`config.mk`:
```
export PLATFORM = sky130hd
export DESIGN_NAME = csr_regs
export DESIGN_NICKNAME = d
export VERILOG_FILES = /design/src/core/csr_pkg.sv /design/src/core/csr_regs.sv /design/src/core/csr_sync.sv
export SDC_FILE = /design/constraint.sdc
export NUM_CORES = 1
export LEC_CHECK = 0
export CAP_MARGIN = 20
export CORE_UTILIZATION = 45
export CTS_CLUSTER_DIAMETER = 50
export DETAILED_ROUTE_END_ITERATION = 8
export DONT_BUFFER_PORTS = 1
export GPL_TIMING_DRIVEN = 0
export PLACE_DENSITY = 0.64
export SYNTH_ARGS = -nofsm -noshare
export SYNTH_HDL_FRONTEND = slang
export SYNTH_SLANG_ARGS = --single-unit
```
`constraint.sdc`:
```
create_clock -name ref_clk -period 2.7 [get_ports ref_clk]
set_input_delay 0.405 -clock ref_clk [delete_from_list [all_inputs] [get_ports ref_clk]]
set_output_delay 0.405 -clock ref_clk [all_outputs]
set_load 0.05 [all_outputs]
```
`src/core/csr_pkg.sv`:
```
// register window constants, field masks and carrier types
// assumes a byte-offset register block placed by a user-chosen upper address byte
// Contract
// - 256-byte register block decoded at user base
// - register selected by fixed offset from base
// - input register returns live pin levels
// - output register latched and driven on pins
// - direction bit picks pin input or output
// - ports E, F, G select latched address out
// - drive bit: open-drain or fast slew per port
// - main flash protection read-only, writes ignored
// - boot protection and security read-only
// - mapping register places areas program/data space
// - identification reports main flash and SRAM sizes
// - identification reports boot type and size
// - port E pins 1-3 carry JTAG TCK/TDI/TDO
// - port E pin 4 programming status or busy
// - port E pin 5 active-low programming error
// - port E pin 7 battery-in-use indicator
// - port F pins 1-3 low address inputs
// - non-multiplexed bus: F data low, G high
package csr_pkg;

  // ==========================================================
  // geometry
  localparam int NUM_PORTS = 7;
  localparam int PORT_E    = 4;
  localparam int PORT_F    = 5;
  localparam int PORT_G    = 6;
  localparam int SYNC_W    = 91;

  // ==========================================================
  // per-port offsets, order A B C D E F G
  localparam logic [7:0] PORT_IN_OFS  [NUM_PORTS] =
    '{8'h00, 8'h01, 8'h10, 8'h11, 8'h30, 8'h40, 8'h41};
  localparam logic [7:0] PORT_OUT_OFS [NUM_PORTS] =
    '{8'h04, 8'h05, 8'h14, 8'h15, 8'h34, 8'h44, 8'h45};
  localparam logic [7:0] PORT_DIR_OFS [NUM_PORTS] =
    '{8'h06, 8'h07, 8'h16, 8'h17, 8'h36, 8'h46, 8'h47};
  localparam logic [7:0] PORT_DRV_OFS [NUM_PORTS] =
    '{8'h08, 8'h09, 8'h18, 8'h19, 8'h38, 8'h48, 8'h49};
  localparam logic [7:0] PORT_CTL_OFS [NUM_PORTS] =
    '{8'h00, 8'h00, 8'h00, 8'h00, 8'h32, 8'h42, 8'h43};
  localparam logic [6:0] HAS_CTL      = 7'h70;
  localparam logic [6:0] DRV_IS_SLEW  = 7'h24;
  localparam logic [6:0] ADDR_HI_OUT  = 7'h40;

  // ==========================================================
  // other registers
  localparam logic [7:0] OFS_PWR_CTL0  = 8'hB0;
  localparam logic [7:0] OFS_PWR_CTL2  = 8'hB4;
  localparam logic [7:0] OFS_MAIN_PROT = 8'hC0;
  localparam logic [7:0] OFS_BOOT_PROT = 8'hC2;
  localparam logic [7:0] OFS_PAGE      = 8'hE0;
  localparam logic [7:0] OFS_SPACE_MAP = 8'hE2;
  localparam logic [7:0] OFS_MEM_ID0   = 8'hF0;
  localparam logic [7:0] OFS_MEM_ID1   = 8'hF1;

  localparam logic [7:0] PWR_CTL0_MASK   = 8'h3A;
  localparam logic [7:0] PWR_CTL2_MASK   = 8'h7D;
  localparam logic [7:0] SPACE_MAP_MASK  = 8'h1F;
  localparam logic [7:0] SPACE_MAP_STRAP = 8'h1E;
  localparam logic [7:0] RST_BYTE        = 8'h00;

  // arbitrary neutral size codes
  localparam logic [7:0] MEM_SIZE_INFO_0 = 8'h11;
  localparam logic [7:0] MEM_SIZE_INFO_1 = 8'h22;

  // ==========================================================
  // carriers
  typedef logic [7:0] csr_byte_t;

  typedef struct packed {
    csr_byte_t ctl;
    csr_byte_t out;
    csr_byte_t dir;
    csr_byte_t drv;
  } csr_port_cfg_t;

  typedef struct packed {
    csr_byte_t out;
    csr_byte_t oe;
  } csr_pin_drv_t;

  typedef enum logic [2:0] {
    CSR_IDLE  = 3'b001,
    CSR_READ  = 3'b010,
    CSR_WRITE = 3'b100
  } csr_state_t;

endpackage

```
`src/core/csr_regs.sv`:
```
// register window and port pin logic of the flash peripheral
// assumes host strobes, address and pins are asynchronous to ref_clk
`timescale 1ns/1ps
`default_nettype none
module csr_regs
  import csr_pkg::*;
(
  input  wire logic                        ref_clk,
  input  wire logic                        rst_b,
  input  wire logic [15:0]                 host_addr,
  input  wire logic [15:0]                 host_data_in,
  input  wire logic                        host_rd_n,
  input  wire logic                        host_wr_n,
  input  wire logic [7:0]                  block_base,
  output logic      [15:0]                 host_data_out,
  output logic                             host_data_oe,
  output logic                             register_block_select,
  input  wire csr_byte_t [NUM_PORTS-1:0]   pin_in,
  output csr_pin_drv_t   [NUM_PORTS-1:0]   pin_drv,
  output csr_byte_t      [NUM_PORTS-1:0]   pin_fast_slew,
  input  wire logic                        jtag_enable,
  input  wire logic                        jtag_tdo_in,
  output logic                             jtag_tck,
  output logic                             jtag_tdi,
  input  wire logic                        isp_mode,
  input  wire logic                        isp_status_in,
  input  wire logic                        isp_error_n_in,
  input  wire logic                        battery_ind_enable,
  input  wire logic                        battery_on_in,
  input  wire logic                        xa_mode,
  output logic      [2:0]                  xa_addr_low,
  input  wire logic                        nonmux_mode,
  input  wire logic [7:0]                  main_flash_prot,
  input  wire logic [3:0]                  boot_flash_prot,
  input  wire logic                        security_set,
  input  wire logic [4:0]                  space_map_strap,
  output logic      [7:0]                  page_select,
  output logic      [7:0]                  power_mgmt_ctrl_0,
  output logic      [7:0]                  power_mgmt_ctrl_2,
  output logic      [7:0]                  memory_space_map
);

  // ==========================================================
  // synchronisers
  logic [SYNC_W-1:0]         sync_q;
  logic                      rd_n_s;
  logic                      wr_n_s;
  logic [15:0]               addr_s;
  logic [15:0]               data_s;
  csr_byte_t [NUM_PORTS-1:0] pin_s;
  logic                      batt_s;

  // strobes reset high so no phantom access follows reset
  csr_sync #(
    .W   (SYNC_W),
    .RST ({2'b11, 89'h0})
  ) csr_sync_i (
    .ref_clk (ref_clk),
    .rst_b   (rst_b),
    .d       ({host_rd_n, host_wr_n, host_addr, host_data_in, pin_in, battery_on_in}),
    .q       (sync_q)
  );

  assign {rd_n_s, wr_n_s, addr_s, data_s, pin_s, batt_s} = sync_q;

  // ==========================================================
  // bus cycle tracking
  csr_state_t state;
  csr_state_t next_state;
  logic [15:0] lat_addr;
  logic [7:0]  lat_data;
  logic        lat_hit;
  logic        wr_commit;
  logic [7:0]  next_wr_byte;
  logic        hit;

  assign hit = (addr_s[15:8] == block_base);

  // in non-multiplexed mode the data byte rides on port F or G
  always_comb
  begin
    if (nonmux_mode)
      next_wr_byte = addr_s[0] ? pin_s[PORT_G] : pin_s[PORT_F];
    else
      next_wr_byte = addr_s[0] ? data_s[15:8] : data_s[7:0];
  end

  always_comb
  begin
    next_state = state;
    case (state)
      CSR_IDLE:
      begin
        if (!rd_n_s)
          next_state = CSR_READ;
        else if (!wr_n_s)
          next_state = CSR_WRITE;
      end
      CSR_READ:
      begin
        if (rd_n_s)
          next_state = CSR_IDLE;
      end
      CSR_WRITE:
      begin
        if (wr_n_s)
          next_state = CSR_IDLE;
      end
      default:
        next_state = CSR_IDLE;
    endcase
  end

  always_ff @(posedge ref_clk or negedge rst_b)
  begin
    if (!rst_b)
      state <= CSR_IDLE;
    else
      state <= next_state;
  end

  // address and data are sampled every cycle the strobe stays low, starting a cycle after it is seen,
  // giving the synchronised bus at least one extra cycle to settle
  always_ff @(posedge ref_clk or negedge rst_b)
  begin
    if (!rst_b)
    begin
      lat_addr <= 16'h0000;
      lat_data <= 8'h00;
      lat_hit  <= 1'b0;
    end
    else if (state != CSR_IDLE && ((state == CSR_READ && !rd_n_s) ||
                                   (state == CSR_WRITE && !wr_n_s)))
    begin
      lat_addr <= addr_s;
      lat_data <= next_wr_byte;
      lat_hit  <= hit;
    end
  end

  assign wr_commit = (state == CSR_WRITE) && wr_n_s && lat_hit;

  // ==========================================================
  // port configuration registers
  csr_port_cfg_t [NUM_PORTS-1:0] cfg;

  for (genvar p = 0; p < NUM_PORTS; p++)
  begin : g_port_cfg
    always_ff @(posedge ref_clk or negedge rst_b)
    begin
      if (!rst_b)
        cfg[p] <= '0;
      else if (wr_commit)
      begin
        if (lat_addr[7:0] == PORT_OUT_OFS[p])
          cfg[p].out <= lat_data;
        else if (lat_addr[7:0] == PORT_DIR_OFS[p])
          cfg[p].dir <= lat_data;
        else if (lat_addr[7:0] == PORT_DRV_OFS[p])
          cfg[p].drv <= lat_data;
        else if (HAS_CTL[p] && lat_addr[7:0] == PORT_CTL_OFS[p])
          cfg[p].ctl <= lat_data;
      end
    end
  end

  // ==========================================================
  // power, page and mapping registers
  logic map_loaded;

  always_ff @(posedge ref_clk or negedge rst_b)
  begin
    if (!rst_b)
    begin
      page_select       <= RST_BYTE;
      power_mgmt_ctrl_0 <= RST_BYTE;
      power_mgmt_ctrl_2 <= RST_BYTE;
    end
    else if (wr_commit)
    begin
      if (lat_addr[7:0] == OFS_PAGE)
        page_select <= lat_data;
      else if (lat_addr[7:0] == OFS_PWR_CTL0)
        power_mgmt_ctrl_0 <= lat_data & PWR_CTL0_MASK;
      else if (lat_addr[7:0] == OFS_PWR_CTL2)
        power_mgmt_ctrl_2 <= lat_data & PWR_CTL2_MASK;
    end
  end

  // configured space bits are caught just after reset release;
  // the bus needs several cycles to reach a commit, so no race
  always_ff @(posedge ref_clk or negedge rst_b)
  begin
    if (!rst_b)
    begin
      memory_space_map <= RST_BYTE;
      map_loaded       <= 1'b0;
    end
    else if (!map_loaded)
    begin
      memory_space_map <= {3'b000, space_map_strap} & SPACE_MAP_STRAP;
      map_loaded       <= 1'b1;
    end
    else if (wr_commit && lat_addr[7:0] == OFS_SPACE_MAP)
      memory_space_map <= lat_data & SPACE_MAP_MASK;
  end

  // ==========================================================
  // read path
  logic [7:0] next_rd;
  logic [7:0] rd_data;

  // protection, security and size bytes have no write path at all
  always_comb
  begin
    next_rd = 8'h00;
    for (int p = 0; p < NUM_PORTS; p++)
    begin
      if (addr_s[7:0] == PORT_IN_OFS[p])
        next_rd = pin_s[p];
      else if (addr_s[7:0] == PORT_OUT_OFS[p])
        next_rd = cfg[p].out;
      else if (addr_s[7:0] == PORT_DIR_OFS[p])
        next_rd = cfg[p].dir;
      else if (addr_s[7:0] == PORT_DRV_OFS[p])
        next_rd = cfg[p].drv;
      else if (HAS_CTL[p] && addr_s[7:0] == PORT_CTL_OFS[p])
        next_rd = cfg[p].ctl;
    end
    if (addr_s[7:0] == OFS_PWR_CTL0)
      next_rd = power_mgmt_ctrl_0;
    else if (addr_s[7:0] == OFS_PWR_CTL2)
      next_rd = power_mgmt_ctrl_2;
    else if (addr_s[7:0] == OFS_MAIN_PROT)
      next_rd = main_flash_prot;
    else if (addr_s[7:0] == OFS_BOOT_PROT)
      next_rd = {security_set, 3'b000, boot_flash_prot};
    else if (addr_s[7:0] == OFS_PAGE)
      next_rd = page_select;
    else if (addr_s[7:0] == OFS_SPACE_MAP)
      next_rd = memory_space_map;
    else if (addr_s[7:0] == OFS_MEM_ID0)
      next_rd = MEM_SIZE_INFO_0;
    else if (addr_s[7:0] == OFS_MEM_ID1)
      next_rd = MEM_SIZE_INFO_1;
  end

  // the read byte is refreshed while the strobe is low so input
  // ports stay live; same byte on both lanes
  always_ff @(posedge ref_clk or negedge rst_b)
  begin
    if (!rst_b)
    begin
      rd_data               <= 8'h00;
      host_data_out         <= 16'h0000;
      host_data_oe          <= 1'b0;
      register_block_select <= 1'b0;
    end
    else
    begin
      register_block_select <= (state != CSR_IDLE) && hit;
      if (state == CSR_READ && !rd_n_s && hit)
      begin
        rd_data       <= next_rd;
        host_data_out <= {next_rd, next_rd};
        host_data_oe  <= !nonmux_mode;
      end
      else
        host_data_oe <= 1'b0;
    end
  end

  // ==========================================================
  // pin drivers
  csr_pin_drv_t [NUM_PORTS-1:0] next_drv;
  logic                         reading;

  assign reading = nonmux_mode && host_data_oe == 1'b0 && state == CSR_READ &&
                   lat_hit && !rd_n_s;

  always_comb
  begin
    for (int p = 0; p < NUM_PORTS; p++)
    begin
      for (int b = 0; b < 8; b++)
      begin
        logic val;
        logic en;
        val = ADDR_HI_OUT[p] ? lat_addr[8 + b] : lat_addr[b];
        en  = 1'b0;
        if (HAS_CTL[p] && cfg[p].ctl[b])
          en = 1'b1;
        else
        begin
          val = cfg[p].out[b];
          en  = cfg[p].dir[b];
        end
        next_drv[p].out[b] = val;
        // open-drain drives only a low level
        if (!DRV_IS_SLEW[p] && cfg[p].drv[b])
          next_drv[p].oe[b] = en && !val;
        else
          next_drv[p].oe[b] = en;
      end
    end
    if (jtag_enable)
    begin
      next_drv[PORT_E].oe[1]  = 1'b0;
      next_drv[PORT_E].oe[2]  = 1'b0;
      next_drv[PORT_E].out[3] = jtag_tdo_in;
      next_drv[PORT_E].oe[3]  = 1'b1;
    end
    if (isp_mode)
    begin
      next_drv[PORT_E].out[4] = isp_status_in;
      next_drv[PORT_E].oe[4]  = 1'b1;
      next_drv[PORT_E].out[5] = isp_error_n_in;
      next_drv[PORT_E].oe[5]  = 1'b1;
    end
    if (battery_ind_enable)
    begin
      next_drv[PORT_E].out[7] = batt_s;
      next_drv[PORT_E].oe[7]  = 1'b1;
    end
    if (xa_mode)
      next_drv[PORT_F].oe[3:0] = 4'h0;
    if (nonmux_mode)
    begin
      next_drv[PORT_F].out = rd_data;
      next_drv[PORT_F].oe  = {8{reading}};
      next_drv[PORT_G].out = rd_data;
      next_drv[PORT_G].oe  = {8{reading}};
    end
  end

  // a nonmux read turns the lanes round one cycle after rd_data loads
  always_ff @(posedge ref_clk or negedge rst_b)
  begin
    if (!rst_b)
    begin
      pin_drv       <= '0;
      pin_fast_slew <= '0;
    end
    else
    begin
      pin_drv <= next_drv;
      for (int p = 0; p < NUM_PORTS; p++)
        pin_fast_slew[p] <= DRV_IS_SLEW[p] ? cfg[p].drv : 8'h00;
    end
  end

  // ==========================================================
  // special function inputs
  always_ff @(posedge ref_clk or negedge rst_b)
  begin
    if (!rst_b)
    begin
      jtag_tck    <= 1'b0;
      jtag_tdi    <= 1'b0;
      xa_addr_low <= 3'b000;
    end
    else
    begin
      jtag_tck    <= jtag_enable && pin_s[PORT_E][1];
      jtag_tdi    <= jtag_enable && pin_s[PORT_E][2];
      xa_addr_low <= xa_mode ? pin_s[PORT_F][3:1] : 3'b000;
    end
  end

endmodule // csr_regs
`default_nettype wire

```
`src/core/csr_sync.sv`:
```
// two-flop synchroniser for a vector of asynchronous levels
// assumes each bit is independent or stable while it is consumed
`timescale 1ns/1ps
`default_nettype none
module csr_sync
  import csr_pkg::*;
#(
  parameter int           W   = 1,
  parameter logic [W-1:0] RST = '0
)
(
  input  wire logic         ref_clk,
  input  wire logic         rst_b,
  input  wire logic [W-1:0] d,
  output logic      [W-1:0] q
);

  logic [W-1:0] meta;

  always_ff @(posedge ref_clk or negedge rst_b)
  begin
    if (!rst_b)
    begin
      meta <= RST;
      q    <= RST;
    end
    else
    begin
      meta <= d;
      q    <= meta;
    end
  end

endmodule // csr_sync
`default_nettype wire

```
# ---- Yosys cells after proc, flatten, opt, wreduce, memory -nomap -nowiden
# Cells that the tools add are included.
dict set report word_totals {
  output_inout_bits 223
  register_bits 588
}
dict set report classes {
  n_bitwise 20
  mux 147
  eq_ne 75
  n_reduce_logical 127
}
# operator count
set ops {}
lappend ops {{8-bit two-way mux} 44}
lappend ops {{8-bit by 7-bit == test with 1-bit output (second input constant)} 18}
lappend ops {{8-bit by 5-bit == test with 1-bit output (second input constant)} 14}
lappend ops {{8-bit == test (second input constant)} 12}
lappend ops {{1-bit two-way mux} 92}
lappend ops {{8-bit by 6-bit == test with 1-bit output (second input constant)} 9}
lappend ops {{8-bit by 3-bit == test with 1-bit output (second input constant)} 8}
lappend ops {{1-bit logical AND} 54}
lappend ops {{1-bit logical NOT} 43}
lappend ops {{8-bit by 4-bit == test with 1-bit output (second input constant)} 4}
lappend ops {{32-bit two-way mux} 1}
lappend ops {{4-bit AND reduction} 8}
lappend ops {{3-bit AND reduction} 9}
lappend ops {{1-bit inverter} 20}
lappend ops {{3-bit two-way mux} 6}
lappend ops {{2-bit AND reduction} 8}
lappend ops {{5-bit AND reduction} 3}
lappend ops {{3-bit one-hot mux with 3 select lines} 1}
lappend ops {{8-bit by 1-bit == test with 1-bit output (second input constant)} 1}
lappend ops {{8-bit == test} 1}
lappend ops {{8-bit logical NOT} 1}
lappend ops {{2-bit by 1-bit inequality test with 1-bit output (second input constant)} 3}
lappend ops {{2-bit two-way mux} 2}
lappend ops {{4-bit two-way mux} 1}
lappend ops {{6 further kinds} 6}

# ---- Longest topological paths before layout
dict set report depth {
  depth_word 40
  depth_mapped 11
}

# ---- Hierarchy
# From an unflattened synthesis, not the netlist that was laid out.
dict set report unflattened {
  hier_cells 1717
  hier_area_um2 22731.8
}
# module instances cells_per_inst seq_area_each_um2 area_each_um2
set modules_own_cells {}
lappend modules_own_cells {csr_regs 1 1535 9685.5 18172.4}
lappend modules_own_cells {csr_sync 1 182 4559.4 4559.4}

# ---- Worst setup path after synthesis
# No wires, ideal clock.
dict set report synth_path {
  path_kind {flip-flop to flip-flop}
  from {register csr_sync_i.q[73]}
  to {register host_data_out[13]}
  setup_ns 0.126
  arrival_time_ns 2.111
  required_time_ns 2.574
  path_stages_with_launch 9
  n_path_buf 2
  path_slack_ns 0.463
  path_cell_list {dfrtp_1 buf_6 or4b_4 buf_6 nor2_4 a21oi_1 a221o_1 and2_0 o32a_1}
}
dict set report synth_between {
  elab_chain_cells 40
}
# element line_no
set synth_rtl {}
lappend synth_rtl {{from (decl)} csr_sync.sv:15} ;# output logic [W-1:0] q
lappend synth_rtl {{from (signal assigned)} csr_sync.sv:30} ;# q <= meta;
lappend synth_rtl {{8-bit by 4-bit == test with 1-bit output} csr_regs.sv:225} ;# else if (addr_s[7:0] == PORT_DRV_OFS[p])
lappend synth_rtl {{8-bit two-way mux} csr_regs.sv:225}
lappend synth_rtl {{8-bit two-way mux} csr_regs.sv:223} ;# else if (addr_s[7:0] == PORT_DIR_OFS[p])
lappend synth_rtl {{8-bit two-way mux} csr_regs.sv:221} ;# else if (addr_s[7:0] == PORT_OUT_OFS[p])
lappend synth_rtl {{8-bit two-way mux} csr_regs.sv:219} ;# if (addr_s[7:0] == PORT_IN_OFS[p])
lappend synth_rtl {{8-bit two-way mux} csr_regs.sv:225}
lappend synth_rtl {{8-bit two-way mux} csr_regs.sv:223}
lappend synth_rtl {{8-bit two-way mux} csr_regs.sv:221}
lappend synth_rtl {{[... 24 more ...]} n/a}
lappend synth_rtl {{8-bit two-way mux} csr_regs.sv:244} ;# else if (addr_s[7:0] == OFS_MEM_ID1)
lappend synth_rtl {{8-bit two-way mux} csr_regs.sv:242} ;# else if (addr_s[7:0] == OFS_MEM_ID0)
lappend synth_rtl {{8-bit two-way mux} csr_regs.sv:240} ;# else if (addr_s[7:0] == OFS_SPACE_MAP)
lappend synth_rtl {{8-bit two-way mux} csr_regs.sv:238} ;# else if (addr_s[7:0] == OFS_PAGE)
lappend synth_rtl {{8-bit two-way mux} csr_regs.sv:236} ;# else if (addr_s[7:0] == OFS_BOOT_PROT)
lappend synth_rtl {{8-bit two-way mux} csr_regs.sv:234} ;# else if (addr_s[7:0] == OFS_MAIN_PROT)
lappend synth_rtl {{8-bit two-way mux} csr_regs.sv:232} ;# else if (addr_s[7:0] == OFS_PWR_CTL2)
lappend synth_rtl {{8-bit two-way mux (*)} csr_regs.sv:230} ;# if (addr_s[7:0] == OFS_PWR_CTL0)
lappend synth_rtl {{to (signal assigned)} csr_regs.sv:265} ;# host_data_out <= {next_rd, next_rd};
lappend synth_rtl {{to (decl)} csr_regs.sv:15} ;# output logic [15:0] host_data_out,
# Every way passes the cells marked *; elsewhere a longest branch is shown, timed or not.
# A chain may end at the register's enable or synchronous reset.

# ---- Worst setup path in the final report
dict set report layout_path {
  from {register lat_addr[7]}
  to {register cfg[77] (netlist name)}
}
dict set report layout_between {
  elab_chain_cells 3
}
# element line_no
set layout_rtl {}
lappend layout_rtl {{from (decl)} csr_regs.sv:70} ;# logic [15:0] lat_addr;
lappend layout_rtl {{from (signal assigned)} csr_regs.sv:135} ;# lat_addr <= addr_s;
lappend layout_rtl {{8-bit by 5-bit == test with 1-bit output} csr_regs.sv:155} ;# if (lat_addr[7:0] == PORT_OUT_OFS[p])
lappend layout_rtl {{1-bit inverter (no source line)} n/a}
lappend layout_rtl {{3-bit AND reduction (no source line) (*)} n/a}
lappend layout_rtl {{to (decl)} csr_regs.sv:145} ;# csr_port_cfg_t [NUM_PORTS-1:0] cfg;
# Marks and branches as above.

==> run metrics <==
width of the die 227.7 um; met2 GRT Util 51.53%; die area 51860 um2; Buffers on Ports 0; clock sinks 569; async set or reset register ratio after synthesis 100.0%; CTS H-tree depth 3; Peak VDD IR 0.7008 mV; Initial Util 45.71%; WP data required 3.19 ns; Post-synth EDFFs 0; share of post-route cells with drive strength above 1 31.97%; drt wl/cell 30.91 um; Final Net Count 2134; Synth Instances 1742; met3 Usage GRT 8.800%; Seq/Total Area, Yosys 62.12%; CTS clk-pin slew, worst paths 0.06 ns; routability cong. 0.9883; core area 50170 um2; CP most frequent cell clkbuf_1; Final HPWL DP 59.39 mm; first-pass GRT wire length 120.6 mm; Post-Route WL 84.44 mm; outcome finished, violations left; type of origin of the critical path flop; global route overflow 0; Boundary Pins 350; Worst Skew 0.03124 ns; residual DRC count 0; RSZ-0062 raised after global routing true; worst setup path start lat_addr[7]; Avg Synthesized Cell Area 13.16 um2; WHS -0.4862 ns; main flop type after synthesis dfrtp_1; setup TNS -0.7276 ns; Clock Tree Buf Depth 3; initial antenna violation count 5; DIE HEIGHT 227.7 um; Maximum Capacitance Violations 0; final hold vios 564; busiest grt layer met2; Area growth syn-to-layout 24.01%; hold crit path type in2async; R2R Setup Slk -0.04 ns; CP Class reg2reg; Static Leak 12.97 nW; Placed Cells 2466; synthesis-stage register bit count 569; fin worst setup slack -0.04324 ns; Buf/Inv on CP 3; CTS buffer count 67; Max Slew Vio Count 240; failing checks negative hold slack, max-slew violations, negative setup slack; routed vias/inst 6.014; Worst Reg-to-Reg Cells 8; Ys Warns 0; crit path max-delay cell type or3_1; CP peak stage delay 0.38 ns; GRT met1 Usage 41.34%; Rows 82; post-synthesis cell type count 87; Vias 16430; clock root buffer clkbuf_16; critical-path cell list clkbuf_1, nor2_1, nand3b_1, or3_1, clkbuf_1, nor2_4, buf_12, mux2_2; crit path max fanout 9; Syn Std Cell Area 22930 um2; Slew HR -31.79%; fmax 364.5 MHz; Final ANT Viol Nets 0; Worst-Skew Late Latency 0.62 ns; vias in the first global route 16871; pwr/cell area 748.5 nW/um2; CP Capture Type flop; fin crit share 101.6%; DRT Pass-1 Iters 8; TritonCTS clock tree built; delay-heaviest family, CP simple AND/OR/NAND/NOR gates; Finish-stage setup viols 36; r2r startpoint lat_addr[7]; Cell Count, Final, Fillers Out 2732; DR iter-0 viols 1516; Critical Path AT 3.23 ns; minimum clock period 2.743 ns; reg-to-reg endpoint cfg[77]; PnR Total Power 21.28 mW; overall routing resource usage 32.54%; Slew @ Worst Pin 1.977 ns; largest net degree at the start of global routing 570; hold buffers post-CTS 102; CP Depth 8
## cell families after synthesis
| logic type | share of synthesized area (%) |
|---|---|
| AOI/OAI and AO/OA | 10.44 |
| xor gates and xnor gates | 0.3438 |
| buffers and inverters | 4.060 |
| DFF | 62.12 |
| muxes | 13.67 |
| other | 0.03275 |
| and+or+nand+nor | 9.336 |
## cell usage in the layout, fill, tap and decap left out, types with 9 or more instances in the layout
cell             n
dfrtp_1        559
mux2_2         249
dlygate4sd3_1  102
buf_4           98
nand2_1         79
nor2_1          76
clkbuf_16       70
o21ai_0         52
a21oi_1         50
conb_1          50
clkbuf_1        44
nor2b_1         35
nor2_4          32
a21boi_0        25
o22ai_1         22
a22oi_1         22
nor3_1          20
a211oi_1        19
buf_2           18
buf_12          18
a221oi_1        16
mux2i_1         15
nand3_1         14
buf_6           13
nor2_2          12
clkinv_2        12
clkbuf_8        12
a31oi_1         10
o21ai_1         10
and2_1           9
nand2_2          9
o221ai_1         9
## cell type report
| type | count | area, um2 |
|---|---|---|
| multi-input cells | 1057 | 8429 |
| fillers | 4120 | 21730 |
| plain buffers | 149 | 1027 |
| well taps | 672 | 840.8 |
| repair buffers | 153 | 1617 |
| inverters | 10 | 42.54 |
| diodes | 2 | 5.005 |
| clock inverters | 29 | 295.3 |
| clock buffers | 91 | 1929 |
| flip-flops and latches | 569 | 14250 |
## repair_timing
item,4_1_cts,5_1_grt
gates resized for setup,108,80
gates cloned,0,3
pin swaps,17,31
endpoints found under the setup margin,164,202
endpoints found under the hold margin,679,569
setup buffers,20,23
## power by group
part / total (mW) / leakage [nW] / switching, mW / internal, mW
combinational: 2.76 / 4.46 / 1.98 / 0.782
sequential: 9.48 / 7.41 / 0.533 / 8.94
clock: 9.05 / 1.10 / 3.68 / 5.37
total: 21.3 / 13.0 / 6.19 / 15.1
## worst max path at each step
stage                        endpoint  slack, ns
finish                        cfg[77]      -0.04
global route                  cfg[77]      -0.09
CTS                 host_data_out[12]      -0.18
detailed placement  host_data_out[12]      -0.88
global placement     host_data_out[7]      -1.65
floorplan           host_data_out[13]       0.46
## flip-flops by register name, indices dropped and copies added, names as in the netlist, 4 cells and up
name and flops:
pin_fast_slew 16, csr_sync_i.q 91, power_mgmt_ctrl_0 4, memory_space_map 5, power_mgmt_ctrl_2 6, lat_data 8, lat_addr 16, pin_drv 112
cfg 192, host_data_out 8, page_select 8, csr_sync_i.meta 91
## per-stage QoR
stage	area [um2]	hold WS (ns)	utilization [%]	setup slack, ns
after detailed placement	23990	0.1332	47.82	-0.8818
after CTS	27870	-0.4982	55.54	-0.1795
after global routing	28430	-0.5055	56.67	-0.08751
final	28440	-0.4862	56.68	-0.04324
after global placement	23950	0.1305	47.74	-1.653
after floorplan	23110	0.1094	-	0.4631
## cells in the mapped netlist, drive strengths merged (9+ instances only)
| cell | count | area, um2 |
|---|---|---|
| dfrtp | 564 | 14110 |
| mux2 | 249 | 2804 |
| nor2 | 120 | 528.0 |
| buf | 102 | 698.2 |
| nand2 | 88 | 330.3 |
| o21ai | 63 | 315.3 |
| a21oi | 56 | 280.3 |
| clkbuf | 52 | 195.2 |
| nor2b | 37 | 231.5 |
| a21boi | 25 | 187.7 |
| o22ai | 23 | 143.9 |
| a22oi | 22 | 165.2 |
| a211oi | 21 | 162.6 |
| nor3 | 21 | 105.1 |
| nand3 | 17 | 85.08 |
| a221oi | 16 | 140.1 |
| mux2i | 15 | 150.1 |
| and2 | 11 | 68.81 |
| nor4 | 11 | 120.1 |
| a31oi | 10 | 62.56 |
| inv | 9 | 33.78 |
| nor4b | 9 | 103.9 |
| o221ai | 9 | 78.83 |
## worst register-to-register path: cells and delay by family (launching register included)
kind / cells / cell delay, ns
buffers and inverters: 3 / 0.75
AND/OR/NAND/NOR: 4 / 1.18
multiplexers: 1 / 0.34
flip-flops: 1 / 0.36
## metal layers
layer  vias to the layer above  wire length (um)
li1                       6764                 -
met1                      8579             32840
met2                       842             39610
met3                       237              7394
met4                         8              4551
met5                         -                55
(Power assumes the default switching activity.)
